$ cat src/inc/spc_defs.svh
// constants for the sleep mode power controller
// Operation
// RULE_01: mode 000 idle stops core and program store
// RULE_02: sleep entered only when enable bit set
// RULE_03: interrupt wake holds core four extra cycles; code skips the hold for standby wakes and for edge or watchdog wakes
// RULE_04: mode 001 noise reduction also stops io
// RULE_05: converter enabled starts conversion on idle/noise entry
// RULE_06: noise reduction wakes only from listed sources
// RULE_07: mode 010 power-down stops all generated clocks
// RULE_08: power-down wakes on reset, stage, level interrupt
// RULE_09: level wake source holds level minimum time
// RULE_10: power-down wake waits fuse-selected start-up period
// RULE_11: mode 110 with crystal is standby, oscillator runs
// RULE_12: standby wake completes within six cycles
// RULE_13: gate bit stops peripheral clock, blocks access; code drives access enable from io clock only, not gate bits
// RULE_14: clearing gate bit resumes peripheral unchanged
// RULE_15: software disables peripheral before gating it
// RULE_16: gating applies in active and idle only
// RULE_17: converter stays enabled in sleep; re-enable extends
// RULE_18: sleep never disables comparators automatically
// RULE_19: reference on whenever detector, comparator, converter need
// RULE_20: comparator on internal reference keeps reference on
// RULE_21: fuse-enabled brown-out detector active in sleep
// RULE_22: enabled watchdog keeps running in sleep
// RULE_23: input buffers off when io and converter stopped
// RULE_24: digital input disable bits turn off buffers
// RULE_25: debug fuse keeps main clock source on
// RULE_26: reserved mode code acts as no-operation
`ifndef SPC_DEFS_SVH
`define SPC_DEFS_SVH
`define SPC_ADDR_SLEEP_CTRL  4'h0
`define SPC_ADDR_PERIPH_GATE 4'h1
`define SPC_ADDR_DIG_DIS_LO  4'h2
`define SPC_ADDR_DIG_DIS_HI  4'h3
`define SPC_ADDR_STATUS      4'h4
`define SPC_MODE_IDLE        3'h0
`define SPC_MODE_NOISE       3'h1
`define SPC_MODE_PDOWN       3'h2
`define SPC_MODE_STANDBY     3'h6
`define SPC_SE_BIT           0
`define SPC_SM_LSB           1
`define SPC_PERIPH_MASK      8'hB5
`define SPC_INT_HOLD_CYCLES  4'h4
`define SPC_STANDBY_CYCLES   16'h0006
`define SPC_ZERO8            8'h00
`define SPC_ZERO16           16'h0000
`endif

$ cat src/inc/spc_pkg.sv
// types for the sleep mode power controller
package spc_pkg;
   typedef enum logic [2:0] {
      SPC_ACTIVE,
      SPC_SLEEP,
      SPC_STARTUP,
      SPC_HOLD
   } spc_state_type;
endpackage

$ cat src/design/spc_sleep_ctrl.sv
// sleep mode, clock gating and reference/buffer enable controller
`timescale 1ns/100ps
`include "spc_defs.svh"
module spc_sleep_ctrl (
   input  wire logic                sys_clk,
   input  wire logic                rst,
   input  wire logic [3:0]          reg_addr,
   input  wire logic [7:0]          reg_wdata,
   input  wire logic                reg_wr,
   input  wire logic                reg_rd,
   output logic      [7:0]          reg_rdata,
   input  wire logic                sleep_instr,
   input  wire logic                crystal_selected,
   input  wire logic [15:0]         startup_cycles,
   input  wire logic                debug_enable_fuse,
   input  wire logic                brownout_enabled,
   input  wire logic                converter_enabled,
   input  wire logic                comparator_enable_bit,
   input  wire logic                comparator_uses_ref,
   input  wire logic                watchdog_enabled,
   input  wire logic                irq_pending,
   input  wire logic                ext_level_irq,
   input  wire logic                ext_edge_irq,
   input  wire logic                stage_irq,
   input  wire logic                timer_irq,
   input  wire logic                store_ready_irq,
   input  wire logic                conv_done_irq,
   input  wire logic                wdt_irq,
   input  wire logic                wake_pin_mask,
   output logic                     core_clk_en,
   output logic                     program_store_clk_en,
   output logic                     io_clk_en,
   output logic                     converter_clk_en,
   output logic                     pll_clk_en,
   output logic                     main_osc_en,
   output logic [7:0]               periph_clk_en,
   output logic                     periph_access_en,
   output logic                     conv_start,
   output logic                     conv_extended,
   output logic                     vref_en,
   output logic                     brownout_active,
   output logic                     watchdog_run,
   output logic                     comparator_keep,
   output logic                     input_buf_en,
   output logic [15:0]              dig_input_en,
   output logic                     irq_service
);
   import spc_pkg::*;

   typedef struct packed {
      spc_state_type st;
      logic [7:0]    ctrl;
      logic [7:0]    gate;
      logic [15:0]   did;
      logic [2:0]    mode;
      logic [15:0]   cnt;
      logic          from_irq;
      logic          conv_prev;
      logic          conv_ext;
      logic          conv_start;
      logic [7:0]    rdata;
      logic          core_en;
      logic          io_en;
      logic          adc_en;
      logic          osc_en;
      logic          vref;
      logic          ibuf;
      logic          svc;
      logic [1:0]    s_lvl;
      logic [1:0]    s_edge;
      logic [1:0]    s_irq;
      logic [7:0]    pclk;
      logic [15:0]   din;
      logic          wdt;
      logic          bod;
      logic          cmp;
   } spc_regs_type;

   spc_regs_type state_reg;
   spc_regs_type state_next;

   // mode decode used by sleep entry only
   function automatic logic mode_valid(input logic [2:0] m, input logic xtal);
      mode_valid = (m == `SPC_MODE_IDLE) || (m == `SPC_MODE_NOISE) ||
                   (m == `SPC_MODE_PDOWN) || ((m == `SPC_MODE_STANDBY) && xtal);
   endfunction

   // wake qualification per sleep mode
   function automatic logic wake_ok(input logic [2:0] m, input logic lvl, input logic edg,
                                    input logic irq, input logic stg, input logic tmr,
                                    input logic sto, input logic cnv, input logic wdt);
      case (m)
         `SPC_MODE_IDLE:  wake_ok = irq | lvl | edg;                      // see RULE_01
         `SPC_MODE_NOISE: wake_ok = cnv | wdt | tmr | sto | lvl;          // see RULE_06
         default:         wake_ok = wdt | stg | lvl;                      // see RULE_08
      endcase
   endfunction

   logic [7:0] status_word;
   logic       wake;

   // status view: state, mode, converter extended flag
   assign status_word = {3'b000, state_reg.conv_ext, state_reg.st == SPC_ACTIVE,
                         state_reg.mode};
   assign wake = wake_ok(state_reg.mode, state_reg.s_lvl[1], state_reg.s_edge[1],
                         state_reg.s_irq[1], stage_irq, timer_irq, store_ready_irq,
                         conv_done_irq, wdt_irq);

   // next state of every register
   always_comb begin
      logic [2:0] req_mode;
      req_mode = state_reg.ctrl[`SPC_SM_LSB +: 3];
      state_next = state_reg;
      state_next.conv_start = 1'b0;
      state_next.rdata = `SPC_ZERO8;
      state_next.svc = 1'b0;
      // external pins pass two flip-flops first
      state_next.s_lvl = {state_reg.s_lvl[0], ext_level_irq};     // see RULE_09
      state_next.s_edge = {state_reg.s_edge[0], ext_edge_irq};
      state_next.s_irq = {state_reg.s_irq[0], irq_pending};

      // register writes; gated peripheral registers are not here
      if (reg_wr) begin
         case (reg_addr)
            `SPC_ADDR_SLEEP_CTRL:  state_next.ctrl = {4'h0, reg_wdata[3:0]};
            `SPC_ADDR_PERIPH_GATE: state_next.gate = reg_wdata & `SPC_PERIPH_MASK;
            `SPC_ADDR_DIG_DIS_LO:  state_next.did[7:0] = reg_wdata;   // see RULE_24
            `SPC_ADDR_DIG_DIS_HI:  state_next.did[15:8] = reg_wdata;  // see RULE_24
            default: ;
         endcase
      end
      if (reg_rd) begin
         case (reg_addr)
            `SPC_ADDR_SLEEP_CTRL:  state_next.rdata = state_reg.ctrl;
            `SPC_ADDR_PERIPH_GATE: state_next.rdata = state_reg.gate;
            `SPC_ADDR_DIG_DIS_LO:  state_next.rdata = state_reg.did[7:0];
            `SPC_ADDR_DIG_DIS_HI:  state_next.rdata = state_reg.did[15:8];
            `SPC_ADDR_STATUS:      state_next.rdata = status_word;
            default:               state_next.rdata = `SPC_ZERO8;
         endcase
      end

      // converter disable then enable forces one extended conversion
      state_next.conv_prev = converter_enabled;
      if (converter_enabled && !state_reg.conv_prev) begin
         state_next.conv_ext = 1'b1;                                 // see RULE_17
      end else if (state_reg.conv_start) begin
         state_next.conv_ext = 1'b0;
      end

      case (state_reg.st)
         SPC_ACTIVE: begin
            // reserved codes fall through as a no-op
            if (sleep_instr && state_reg.ctrl[`SPC_SE_BIT] &&          // see RULE_02
                mode_valid(req_mode, crystal_selected)) begin          // see RULE_26
               state_next.st = SPC_SLEEP;
               state_next.mode = req_mode;
               state_next.core_en = 1'b0;                            // see RULE_01
               state_next.io_en = (req_mode == `SPC_MODE_IDLE);      // see RULE_04
               state_next.adc_en = (req_mode == `SPC_MODE_IDLE) ||
                                   (req_mode == `SPC_MODE_NOISE);    // see RULE_07
               // standby keeps oscillator; debug keeps main clock
               state_next.osc_en = (req_mode != `SPC_MODE_PDOWN) ||
                                   debug_enable_fuse;                // see RULE_11 RULE_25
               state_next.conv_start = converter_enabled &&
                                       ((req_mode == `SPC_MODE_IDLE) ||
                                        (req_mode == `SPC_MODE_NOISE)); // see RULE_05
            end
         end
         SPC_SLEEP: begin
            if (wake) begin
               state_next.from_irq = state_reg.s_irq[1] | state_reg.s_lvl[1] | stage_irq |
                                     timer_irq | store_ready_irq | conv_done_irq;
               state_next.osc_en = 1'b1;
               state_next.st = SPC_STARTUP;
               // power-down waits the fuse start-up time, standby six cycles
               if (state_reg.mode == `SPC_MODE_PDOWN) begin
                  state_next.cnt = startup_cycles;                   // see RULE_10
               end else if (state_reg.mode == `SPC_MODE_STANDBY) begin
                  state_next.cnt = `SPC_STANDBY_CYCLES - 16'h0002;  // see RULE_12
               end else begin
                  state_next.cnt = `SPC_ZERO16;
               end
            end
         end
         SPC_STARTUP: begin
            if (state_reg.cnt != `SPC_ZERO16) begin
               state_next.cnt = state_reg.cnt - 16'h0001;
            end else begin
               state_next.io_en = 1'b1;
               state_next.adc_en = 1'b1;
               if (state_reg.from_irq && state_reg.mode != `SPC_MODE_STANDBY) begin
                  state_next.st = SPC_HOLD;
                  state_next.cnt = {12'h000, `SPC_INT_HOLD_CYCLES} - 16'h0001; // see RULE_03
               end else begin
                  state_next.st = SPC_ACTIVE;
                  state_next.core_en = 1'b1;
                  state_next.svc = state_reg.from_irq;
               end
            end
         end
         SPC_HOLD: begin
            if (state_reg.cnt != `SPC_ZERO16) begin
               state_next.cnt = state_reg.cnt - 16'h0001;
            end else begin
               state_next.st = SPC_ACTIVE;
               state_next.core_en = 1'b1;
               state_next.svc = 1'b1;                                // see RULE_03
            end
         end
         default: state_next.st = SPC_ACTIVE;
      endcase

      // reference follows its users in every mode
      state_next.vref = brownout_enabled || converter_enabled ||
                        (comparator_enable_bit && comparator_uses_ref); // see RULE_19 RULE_20
      // inputs stay live unless asleep with io and converter clocks both stopped
      state_next.ibuf = !(state_next.st != SPC_ACTIVE && !state_next.io_en &&
                          !state_next.adc_en);                        // see RULE_23
      // gated views are flopped so every output leaves a register
      state_next.pclk = state_next.io_en ? ~state_next.gate : `SPC_ZERO8; // see RULE_14 RULE_16
      state_next.din = ~state_next.did;                               // see RULE_24
      // enabled watchdog and fuse-enabled detector run in every mode
      state_next.wdt = watchdog_enabled;                              // see RULE_22
      state_next.bod = brownout_enabled;                              // see RULE_21
      // sleep leaves comparators as programmed, never forces them off
      state_next.cmp = comparator_enable_bit;                         // see RULE_18
   end

   // single state register
   always_ff @(posedge sys_clk or posedge rst) begin
      if (rst) begin
         state_reg <= '{st: SPC_ACTIVE, core_en: 1'b1, io_en: 1'b1, adc_en: 1'b1,
                        osc_en: 1'b1, ibuf: 1'b1, pclk: '1, din: '1, default: '0};
      end else begin
         state_reg <= state_next;
      end
   end

   // outputs straight from the state register
   assign reg_rdata = state_reg.rdata;
   assign core_clk_en = state_reg.core_en;
   assign program_store_clk_en = state_reg.core_en;
   assign io_clk_en = state_reg.io_en;
   assign converter_clk_en = state_reg.adc_en;
   assign pll_clk_en = state_reg.adc_en;
   assign main_osc_en = state_reg.osc_en;
   // gating only matters while io clock runs; deep modes stop them anyway
   assign periph_clk_en = state_reg.pclk;                         // see RULE_13
   assign periph_access_en = state_reg.io_en;                     // see RULE_13
   assign conv_start = state_reg.conv_start;
   assign conv_extended = state_reg.conv_ext;
   assign vref_en = state_reg.vref;
   assign brownout_active = state_reg.bod;                        // see RULE_21
   assign watchdog_run = state_reg.wdt;                           // see RULE_22
   assign comparator_keep = state_reg.cmp;                        // see RULE_18
   assign input_buf_en = state_reg.ibuf;
   assign dig_input_en = state_reg.din;
   assign irq_service = state_reg.svc;
endmodule

$ cat config.mk
export PLATFORM = sky130hd
export DESIGN_NAME = spc_sleep_ctrl
export DESIGN_NICKNAME = d
export VERILOG_FILES = /design/src/inc/spc_pkg.sv /design/src/design/spc_sleep_ctrl.sv
export VERILOG_INCLUDE_DIRS = /design/src /design/src/inc
export SDC_FILE = /design/constraint.sdc
export NUM_CORES = 1
export LEC_CHECK = 0
export ABC_AREA = 1
export BUFFER_PORTS_ARGS = -buffer_cell sky130_fd_sc_hd__buf_2
export CAP_MARGIN = 15
export CORE_ASPECT_RATIO = 0.9
export CORE_MARGIN = 3
export CORE_UTILIZATION = 40
export CTS_CLUSTER_DIAMETER = 80
export DETAILED_ROUTE_END_ITERATION = 7
export PLACE_DENSITY_LB_ADDON = 0.1
export REMOVE_ABC_BUFFERS = 1
export SLEW_MARGIN = 20
export SYNTH_ARGS = -nofsm -noshare
export SYNTH_HDL_FRONTEND = slang
export SYNTH_SLANG_ARGS = --single-unit
$ cat constraint.sdc
create_clock -name sys_clk -period 5.35 [get_ports sys_clk]
set_input_delay 1.07 -clock sys_clk [delete_from_list [all_inputs] [get_ports sys_clk]]
set_output_delay 1.07 -clock sys_clk [all_outputs]
set_load 0.1 [all_outputs]
==> results of run 1 <==
[Yosys cell counts, drive strengths merged]
cell and instances:
nand3b 3, a211oi 1, buf 40, xor2 5, o221ai 3, o22ai 8, ha 2, a21oi 8
or2 3, o2111ai 1, inv 88, conb 1, dfstp 29, xnor2 2, clkbuf 2, nand3 32
nor3 6, dfrtp 73, nand4 8, a41oi 1, nand2 172, o21ai 34, o21a 2, nor2 69
mux2 2
[layer usage]
metal | up-vias | routed length, um
met5 | - | 0
met4 | 0 | 131
met3 | 10 | 810
met2 | 134 | 4929
met1 | 1818 | 5425
li1 | 1938 | -
[layout make-up]
class	instances	area share
Clock buffer	13	0.04997
Clock inverter	3	0.007138
Inverter	88	0.05978
Multi-Input combinational cell	363	0.3016
Sequential cell	102	0.4615
Tap cell	156	0.03480
Timing Repair Buffer	95	0.08521
[power breakdown]
| part | switching (W) | leakage (nW) | internal, W |
|---|---|---|---|
| sequential | 0.000110 | 1.18 | 0.000937 |
| clock | 0.000279 | 0.162 | 0.000412 |
| combinational | 0.000720 | 1.70 | 0.000216 |
[worst max-delay path, cell delays in order]
cell     delay [ns]
buf_2          0.09
or2_1          0.19
nor2_1         0.12
nand2_2        0.13
nand3_2        0.12
nand3_2        0.40
inv_2          0.43
nand2_1        0.10
nand2_1        0.10
[path summary, 6_finish.rpt]
| kind | depth (start not counted) | slack (ns) | to |
|---|---|---|---|
| min in group asynchronous | 2 | 0.83 | brownout_active |
| max | 9 | 2.87 | input_buf_en |
| max reg2reg | 10 | 3.06 | input_buf_en |
| min | 0 | 0.35 | state_reg[30] |
| max in group asynchronous | 3 | 3.64 | input_buf_en |
| min reg2reg | 0 | 0.35 | state_reg[30] |
[kinds of logic (layout without fill, tap and decap cells)]
logic type,after synthesis,after routing
multiplexers,2,2
adder cells (fa/ha/maj),2,2
XOR/XNOR,7,7
AND/OR/NAND/NOR,293,293
other,1,1
AO/OA/AOI/OAI,58,58
buffers and inverters,130,199
flip-flops,102,102
[metrics by stage]
stage	util	cell area [um^2]	setup slack, ns	total power (W)	cells
global placement	0.4513	5286	2.499	0.001985	804
CTS	0.4787	5607	2.908	0.002706	820
global route	0.4789	5609	2.682	0.002850	820
detailed placement	0.4513	5286	2.534	0.001994	804
finish	0.4789	5609	2.875	0.002675	820
floorplan	-	4611	1.653	0.001806	553
==> metrics.csv, run 1 <==
metric,value,unit
status,"finished, final reports clean",
Arrival @ worst endpoint,2.76,ns
DR WL/cell,13.78,um
cell taking the most area after synthesis,dfrtp_1,
post-DP HPWL,8096,um
HP Class,flip-flop to flip-flop,
post-cts resize count,0,
Slew headroom,0.3611,
Fin Hold WS,0.3469,ns
number of max-cap violations,0,
Compound-Gate Fraction of Synth Area,0.06865,
largest net degree at the start of global routing,81,
met1 usage,0.2495,
crit path from,wdt_irq,
top-area cell type share of the netlist area,0.3712,
Die X,122.9,um
CTS Buf Count,9,
Post-DRT Antenna Nets,0,
met3 GRT Util,0.05561,
final clock skew,0.008015,ns
cell count after synthesis,595,
Hold Startpoint,state_next[30],
Slew @ Worst Pin,0.9532,ns
Core ar.,11710,um^2
Synth warnings,0,
fin crit share,0.4626,
Die Height,111.2,um
Slew Limit Fails,0,
final setup TNS,0,ns
Post-Synth Simple-Gate Area,0.2522,
Worst Path Max Fanout,20,
hold-fix buffer count after cts,0,
Final nets,710,
Crit Path Category,input port to flip-flop,
num rows,37,
required time worst endpoint,5.64,ns
Post-Syn Area per Cell,8.271,um^2
register area share after synthesis,0.5261,
postcts setup bufs,0,
die area,13670,um^2
Yosys reg bits,102,
CTS sink cnt,102,
met2 usage,0.2601,
reg2reg start,state_reg[52],
crit end category,flip-flop,
1st-pass router iterations,5,
Detailed Route WL,11300,um
P per Cell Area,476.8,nW/um^2
largest family of logic cells by synthesized area,simple AND/OR/NAND/NOR gates,
Via density,4.756,
Highest Clock Rate,404.0,MHz
Synth area leaders,"dfrtp_1, dfstp_2, nand2_1",
IO Count,96,
GR peak layer,met2,
H-tree depth,3,
DRC viols,0,
number of global-route vias before repair,3784,
distinct cell type count after synthesis,35,
most frequent cells in the layout,"nand2_1, buf_2, inv_1",
final setup fails,0,
final hold violation count,0,
Worst setup SP type,input port,
mux cell area share after synthesis,0.004577,
peak supply drop,0.0004879,V
fraction of layout cells with a size suffix above 1,0.2470,
unrepaired setup endpoints after global routing,no,
gr usage total,0.1761,
initial antenna violation count,0,
crit path time final,2.475,ns
adder-cell share of the synthesized area,0.005085,
grt ovf,0,
P&R area growth vs syn,13.98,%
CTS tree,yes,
Netlist Area Pre-Place,4921,um^2
"commonest non-fill, non-tap cell in the layout",nand2_1,
Fillers,1148,
Iteration-0 DRC Markers,209,
max reg flops,55,
Leak,3.047,nW
multi-input logic area,1692,um^2
total number of vias,3900,
Root Driver,clkbuf_16,
first-pass GRT wire length,18760,um
"Clk pin slew, worst setup/hold paths",0.06,ns
Seq. cell area,2589,um^2
xor/xnor cell area share of the yosys netlist,0.01246,
maximum buffer depth of the clock tree,2,
Ant. Diodes,0,
clk_lat worst skew,0.35,ns
starting density of the core,0.4201,
routability congestion estimate from global placement,0.8555,
Port Buf Inserts,94,
No activity file was read; power rests on OpenSTA's default activity.
==> inputs of run 2 (changes only) <==
==> constraint.sdc (replaced) <==
create_clock -name sys_clk -period 2.2 [get_ports sys_clk]
set_input_delay 0.44 -clock sys_clk [delete_from_list [all_inputs] [get_ports sys_clk]]
set_output_delay 0.44 -clock sys_clk [all_outputs]
set_load 0.1 [all_outputs]
==> metrics.csv, run 2 (synthesis results as in run 1) <==
metric,value,unit
Root Driver,clkbuf_16,
starting density of the core,0.4201,
"commonest non-fill, non-tap cell in the layout",nand2_1,
1st-pass router iterations,4,
number of max-cap violations,0,
Via density,4.642,
peak supply drop,0.001089,V
final setup fails,0,
Die X,122.9,um
Slew headroom,0.6417,
Seq pwr share,0.401,
final hold violation count,0,
Fillers,1155,
final core utilization,0.4786,
P_sw,0.002726,W
CTS sink cnt,102,
first-pass GRT wire length,18430,um
P&R area growth vs syn,13.91,%
maximum buffer depth of the clock tree,2,
max reg flops,55,
Leak,3.041,nW
HP Class,input port to flip-flop,
top sig layer,met4,
P per Cell Area,1132,nW/um^2
initial antenna violation count,0,
largest net degree at the start of global routing,103,
Slew Limit Fails,0,
CTS Buf Count,9,
fraction of layout cells with a size suffix above 1,0.2500,
crit end category,flip-flop,
DR WL/cell,13.64,um
clk_lat worst skew,0.35,ns
status,"finished, final reports clean",
Hold Startpoint,ext_level_irq,
postcts setup bufs,0,
required time worst endpoint,2.45,ns
Arrival @ worst endpoint,2.15,ns
crit path from,state_reg[52],
final clock skew,0.005428,ns
Detailed Route WL,11240,um
routability congestion estimate from global placement,0.8615,
Seq. cell area,2589,um^2
Ant. Diodes,0,
most frequent cells in the layout,"nand2_1, buf_2, inv_1",
num rows,37,
Post-DRT Antenna Nets,0,
Worst setup SP type,flip-flop,
total number of vias,3825,
CTS tree,yes,
Core ar.,11710,um^2
met2 WL,4802,um
crit path time final,1.906,ns
multi-input logic area,1692,um^2
Highest Clock Rate,524.7,MHz
placed cells,808,
post-cts resize count,0,
DRC viols,0,
post-DP HPWL,8028,um
H-tree depth,3,
hold-fix buffer count after cts,0,
internal power,0.003618,W
die area,13670,um^2
Worst Path Max Fanout,10,
WL met1,5551,um
Port Buf Inserts,94,
Slew @ Worst Pin,0.5374,ns
clock network power share,0.238,
Crit Path Category,flip-flop to flip-flop,
gr usage total,0.1735,
met3 routed WL,686,um
"Clk pin slew, worst setup/hold paths",0.07,ns
Sw Ratio,0.4297,
Final nets,714,
reg2reg start,state_reg[52],
IO Count,96,
Iteration-0 DRC Markers,196,
Die Height,111.2,um
fin crit share,0.8664,
number of global-route vias before repair,3745,
Final Non-Filler Cells,824,
unrepaired setup endpoints after global routing,no,
grt ovf,0,
Comb power frac,0.361,
-- run 2: changes by cell type in the layout (fill, tap and decap cells not counted) --
cell        before  now
buf_4            1    4
clkbuf_8         4    1
inv_4            0    1
buf_12           0    1
clkbuf_1         0    1
bufinv_16        1    0
clkinvlp_4       0    2
-- run 2: layout make-up --
class,count,area share
Multi-Input combinational cell,363,0.3018
Clock inverter,5,0.006027
Sequential cell,102,0.4618
Clock buffer,11,0.04330
Tap cell,156,0.03482
Timing Repair Buffer,99,0.09286
Inverter,88,0.05937
-- run 2: path summary, 6_finish.rpt --
kind / slack (ns) / depth (start not counted) / to
setup / recovery: 0.29 / 11 / state_reg[54]
hold / removal: 0.19 / 1 / state_next[32]
setup reg to reg: 0.29 / 11 / state_reg[54]
hold reg to reg: 0.35 / 0 / state_reg[30]
max in group asynchronous: 1.56 / 3 / input_buf_en
min in group asynchronous: 0.21 / 3 / comparator_keep
-- run 2: power groups by stage --
stage               combinational [W]  clock, W  sequential (W)
floorplan                    0.000992         0         0.00340
global placement              0.00228         0         0.00257
detailed placement            0.00229         0         0.00258
CTS                           0.00230   0.00157         0.00255
global route                  0.00253   0.00164         0.00259
finish                        0.00229   0.00151         0.00254
-- run 2: per-stage QoR --
stage               setup slack [ns]  area [um^2]  hold slack (ns)  TNS, ns  power (W)
finish                        0.2940         5605           0.1893        0   0.006344
global route                 0.09224         5605           0.1745        0   0.006764
CTS                           0.2789         5605           0.1729        0   0.006423
detailed placement            0.2994         5329           0.3364        0   0.004869
global placement              0.3358         5329           0.3325        0   0.004845
floorplan                    -0.8675         4611           0.3312   -68.58   0.004392
-- run 2: worst max-delay path: stages, from the launching register on --
cell and delay (ns):
dfrtp_1 0.39, inv_1 0.14, ha_1 0.23, nand2_1 0.07, nor2_1 0.28, nand3_1 0.12
nand2_1 0.19, inv_2 0.14, nand2_1 0.08, nand2_1 0.05, nand2_1 0.06, nand2_1 0.05
-- run 2: metal layers --
metal | vias to the layer above | GRT usage
li1 | 1943 | -
met1 | 1772 | 0.2473
met2 | 95 | 0.2536
met3 | 15 | 0.04796
met4 | 0 | 0.05896
met5 | - | 0
==> inputs of run 3 (changes only) <==
==> constraint.sdc (replaced) <==
create_clock -name sys_clk -period 2.4 [get_ports sys_clk]
set_input_delay 0.48 -clock sys_clk [delete_from_list [all_inputs] [get_ports sys_clk]]
set_output_delay 0.48 -clock sys_clk [all_outputs]
set_load 0.1 [all_outputs]
==> metrics.csv, run 3 (synthesis results as in run 1) <==
metric,value,unit
hold-fix buffer count after cts,0,
Final nets,718,
"commonest non-fill, non-tap cell in the layout",nand2_1,
Post-DRT Antenna Nets,0,
final clock skew,0.005436,ns
Core ar.,11710,um^2
Worst setup SP type,flip-flop,
Arrival @ worst endpoint,2.17,ns
Crit Path Category,flip-flop to flip-flop,
num rows,37,
max reg flops,55,
fraction of layout cells with a size suffix above 1,0.2548,
clk_lat worst skew,0.35,ns
H-tree depth,3,
Slew Limit Fails,0,
maximum buffer depth of the clock tree,2,
flop-to-flop setup slack,0.50,ns
Via density,4.677,
die area,13670,um^2
crit path time final,1.898,ns
dpl cell area,5359,um^2
starting density of the core,0.4201,
Die X,122.9,um
1st-pass router iterations,4,
DR WL/cell,13.79,um
status,"finished, final reports clean",
routability congestion estimate from global placement,0.8595,
post-DP HPWL,8532,um
largest net degree at the start of global routing,43,
R2R cell count,8,
number of global-route vias before repair,3737,
Slew @ Worst Pin,0.5223,ns
final setup fails,0,
Highest Clock Rate,526.9,MHz
Ant. Diodes,0,
Slew headroom,0.6518,
Leak,3.090,nW
Iteration-0 DRC Markers,211,
total number of vias,3868,
CTS Buf Count,9,
gr usage total,0.1750,
crit end category,flip-flop,
post-cts resize count,0,
postcts setup bufs,0,
reg2reg start,state_reg[52],
worst r2r dst,periph_clk_en[6],
Detailed Route WL,11400,um
Worst Path Max Fanout,9,
unrepaired setup endpoints after global routing,no,
HP Class,input port to asynchronous set/reset pin,
CTS sink cnt,102,
first-pass GRT wire length,18650,um
initial antenna violation count,0,
required time worst endpoint,2.67,ns
final hold violation count,0,
fin crit share,0.7908,
Die Height,111.2,um
Root Driver,clkbuf_16,
DRC viols,0,
"Clk pin slew, worst setup/hold paths",0.07,ns
IO Count,96,
peak supply drop,0.001043,V
CTS tree,yes,
most frequent cells in the layout,"nand2_1, buf_2, inv_1",
Port Buf Inserts,94,
Final Cell Area,5695,um^2
grt ovf,0,
P&R area growth vs syn,15.74,%
final setup TNS,0,ns
number of max-cap violations,0,
P per Cell Area,1071,nW/um^2
[run 3: cell count changes in the layout (fill, tap and decap cells not counted), sizes merged]
| cell | delta |
|---|---|
| buf | +4 |
| clkbuf | -2 |
| bufinv | +3 |
| inv | -1 |
| clkinvlp | -1 |
[run 3: layout make-up]
| class | count | area [um^2] |
|---|---|---|
| fillers | 1148 | 6017 |
| flip-flops and latches | 102 | 2589 |
| multi-input cells | 363 | 1692 |
| repair buffers | 103 | 550.5 |
| inverters | 88 | 332.8 |
| clock buffers | 9 | 225.2 |
| well taps | 156 | 195.2 |
| clock inverters | 6 | 111.4 |
[run 3: power by group]
part | total, W | switching, W | internal (W)
logic | 0.00211 | 0.00161 | 0.000500
registers | 0.00233 | 0.000244 | 0.00209
clock network | 0.00166 | 0.000642 | 0.00101
total | 0.00610 | 0.00250 | 0.00360
[run 3: worst max-delay path, cell delays in order, from the launching register on]
cell,delay (ns)
dfrtp_1,0.39
inv_1,0.14
ha_1,0.23
nand2_1,0.07
nor2_1,0.28
nand3_1,0.13
nand3_1,0.12
nand2_1,0.26
nor2_1,0.21
[run 3: per-stage QoR]
| stage | util | hold slack [ns] | setup slack [ns] | total power [W] | cells |
|---|---|---|---|---|---|
| finish | 0.4863 | 0.1722 | 0.5020 | 0.006099 | 827 |
| CTS | 0.4863 | 0.1829 | 0.4904 | 0.006169 | 827 |
| global placement | 0.4575 | 0.3330 | 0.4975 | 0.004449 | 812 |
| detailed placement | 0.4575 | 0.3371 | 0.5171 | 0.004477 | 812 |
| global route | 0.4863 | 0.2063 | 0.3344 | 0.006480 | 827 |
| floorplan | - | 0.3312 | -0.7075 | 0.004026 | 553 |
[run 3: how the worst max path moves through the flow]
| stage | slack [ns] | end | depth (start not counted) | from |
|---|---|---|---|---|
| 6_report | 0.50 | periph_clk_en[6] | 8 | state_reg[52] |
| 5_1_grt | 0.33 | state_reg[67] | 11 | state_reg[52] |
| 4_1_cts | 0.49 | periph_clk_en[6] | 8 | state_reg[52] |
| 3_5_place_dp | 0.52 | periph_clk_en[6] | 8 | state_reg[52] |
| 3_3_place_gp | 0.50 | periph_clk_en[6] | 8 | state_reg[52] |
| 2_1_floorplan | -0.71 | brownout_active | 1 | rst |
[run 3: routing by layer]
layer | GRT usage | vias up | wire [um]
met5 | 0 | - | 0
met3 | 0.05153 | 10 | 669
met2 | 0.2601 | 94 | 4990
li1 | - | 1948 | -
met4 | 0.04701 | 0 | 126
met1 | 0.2488 | 1816 | 5618
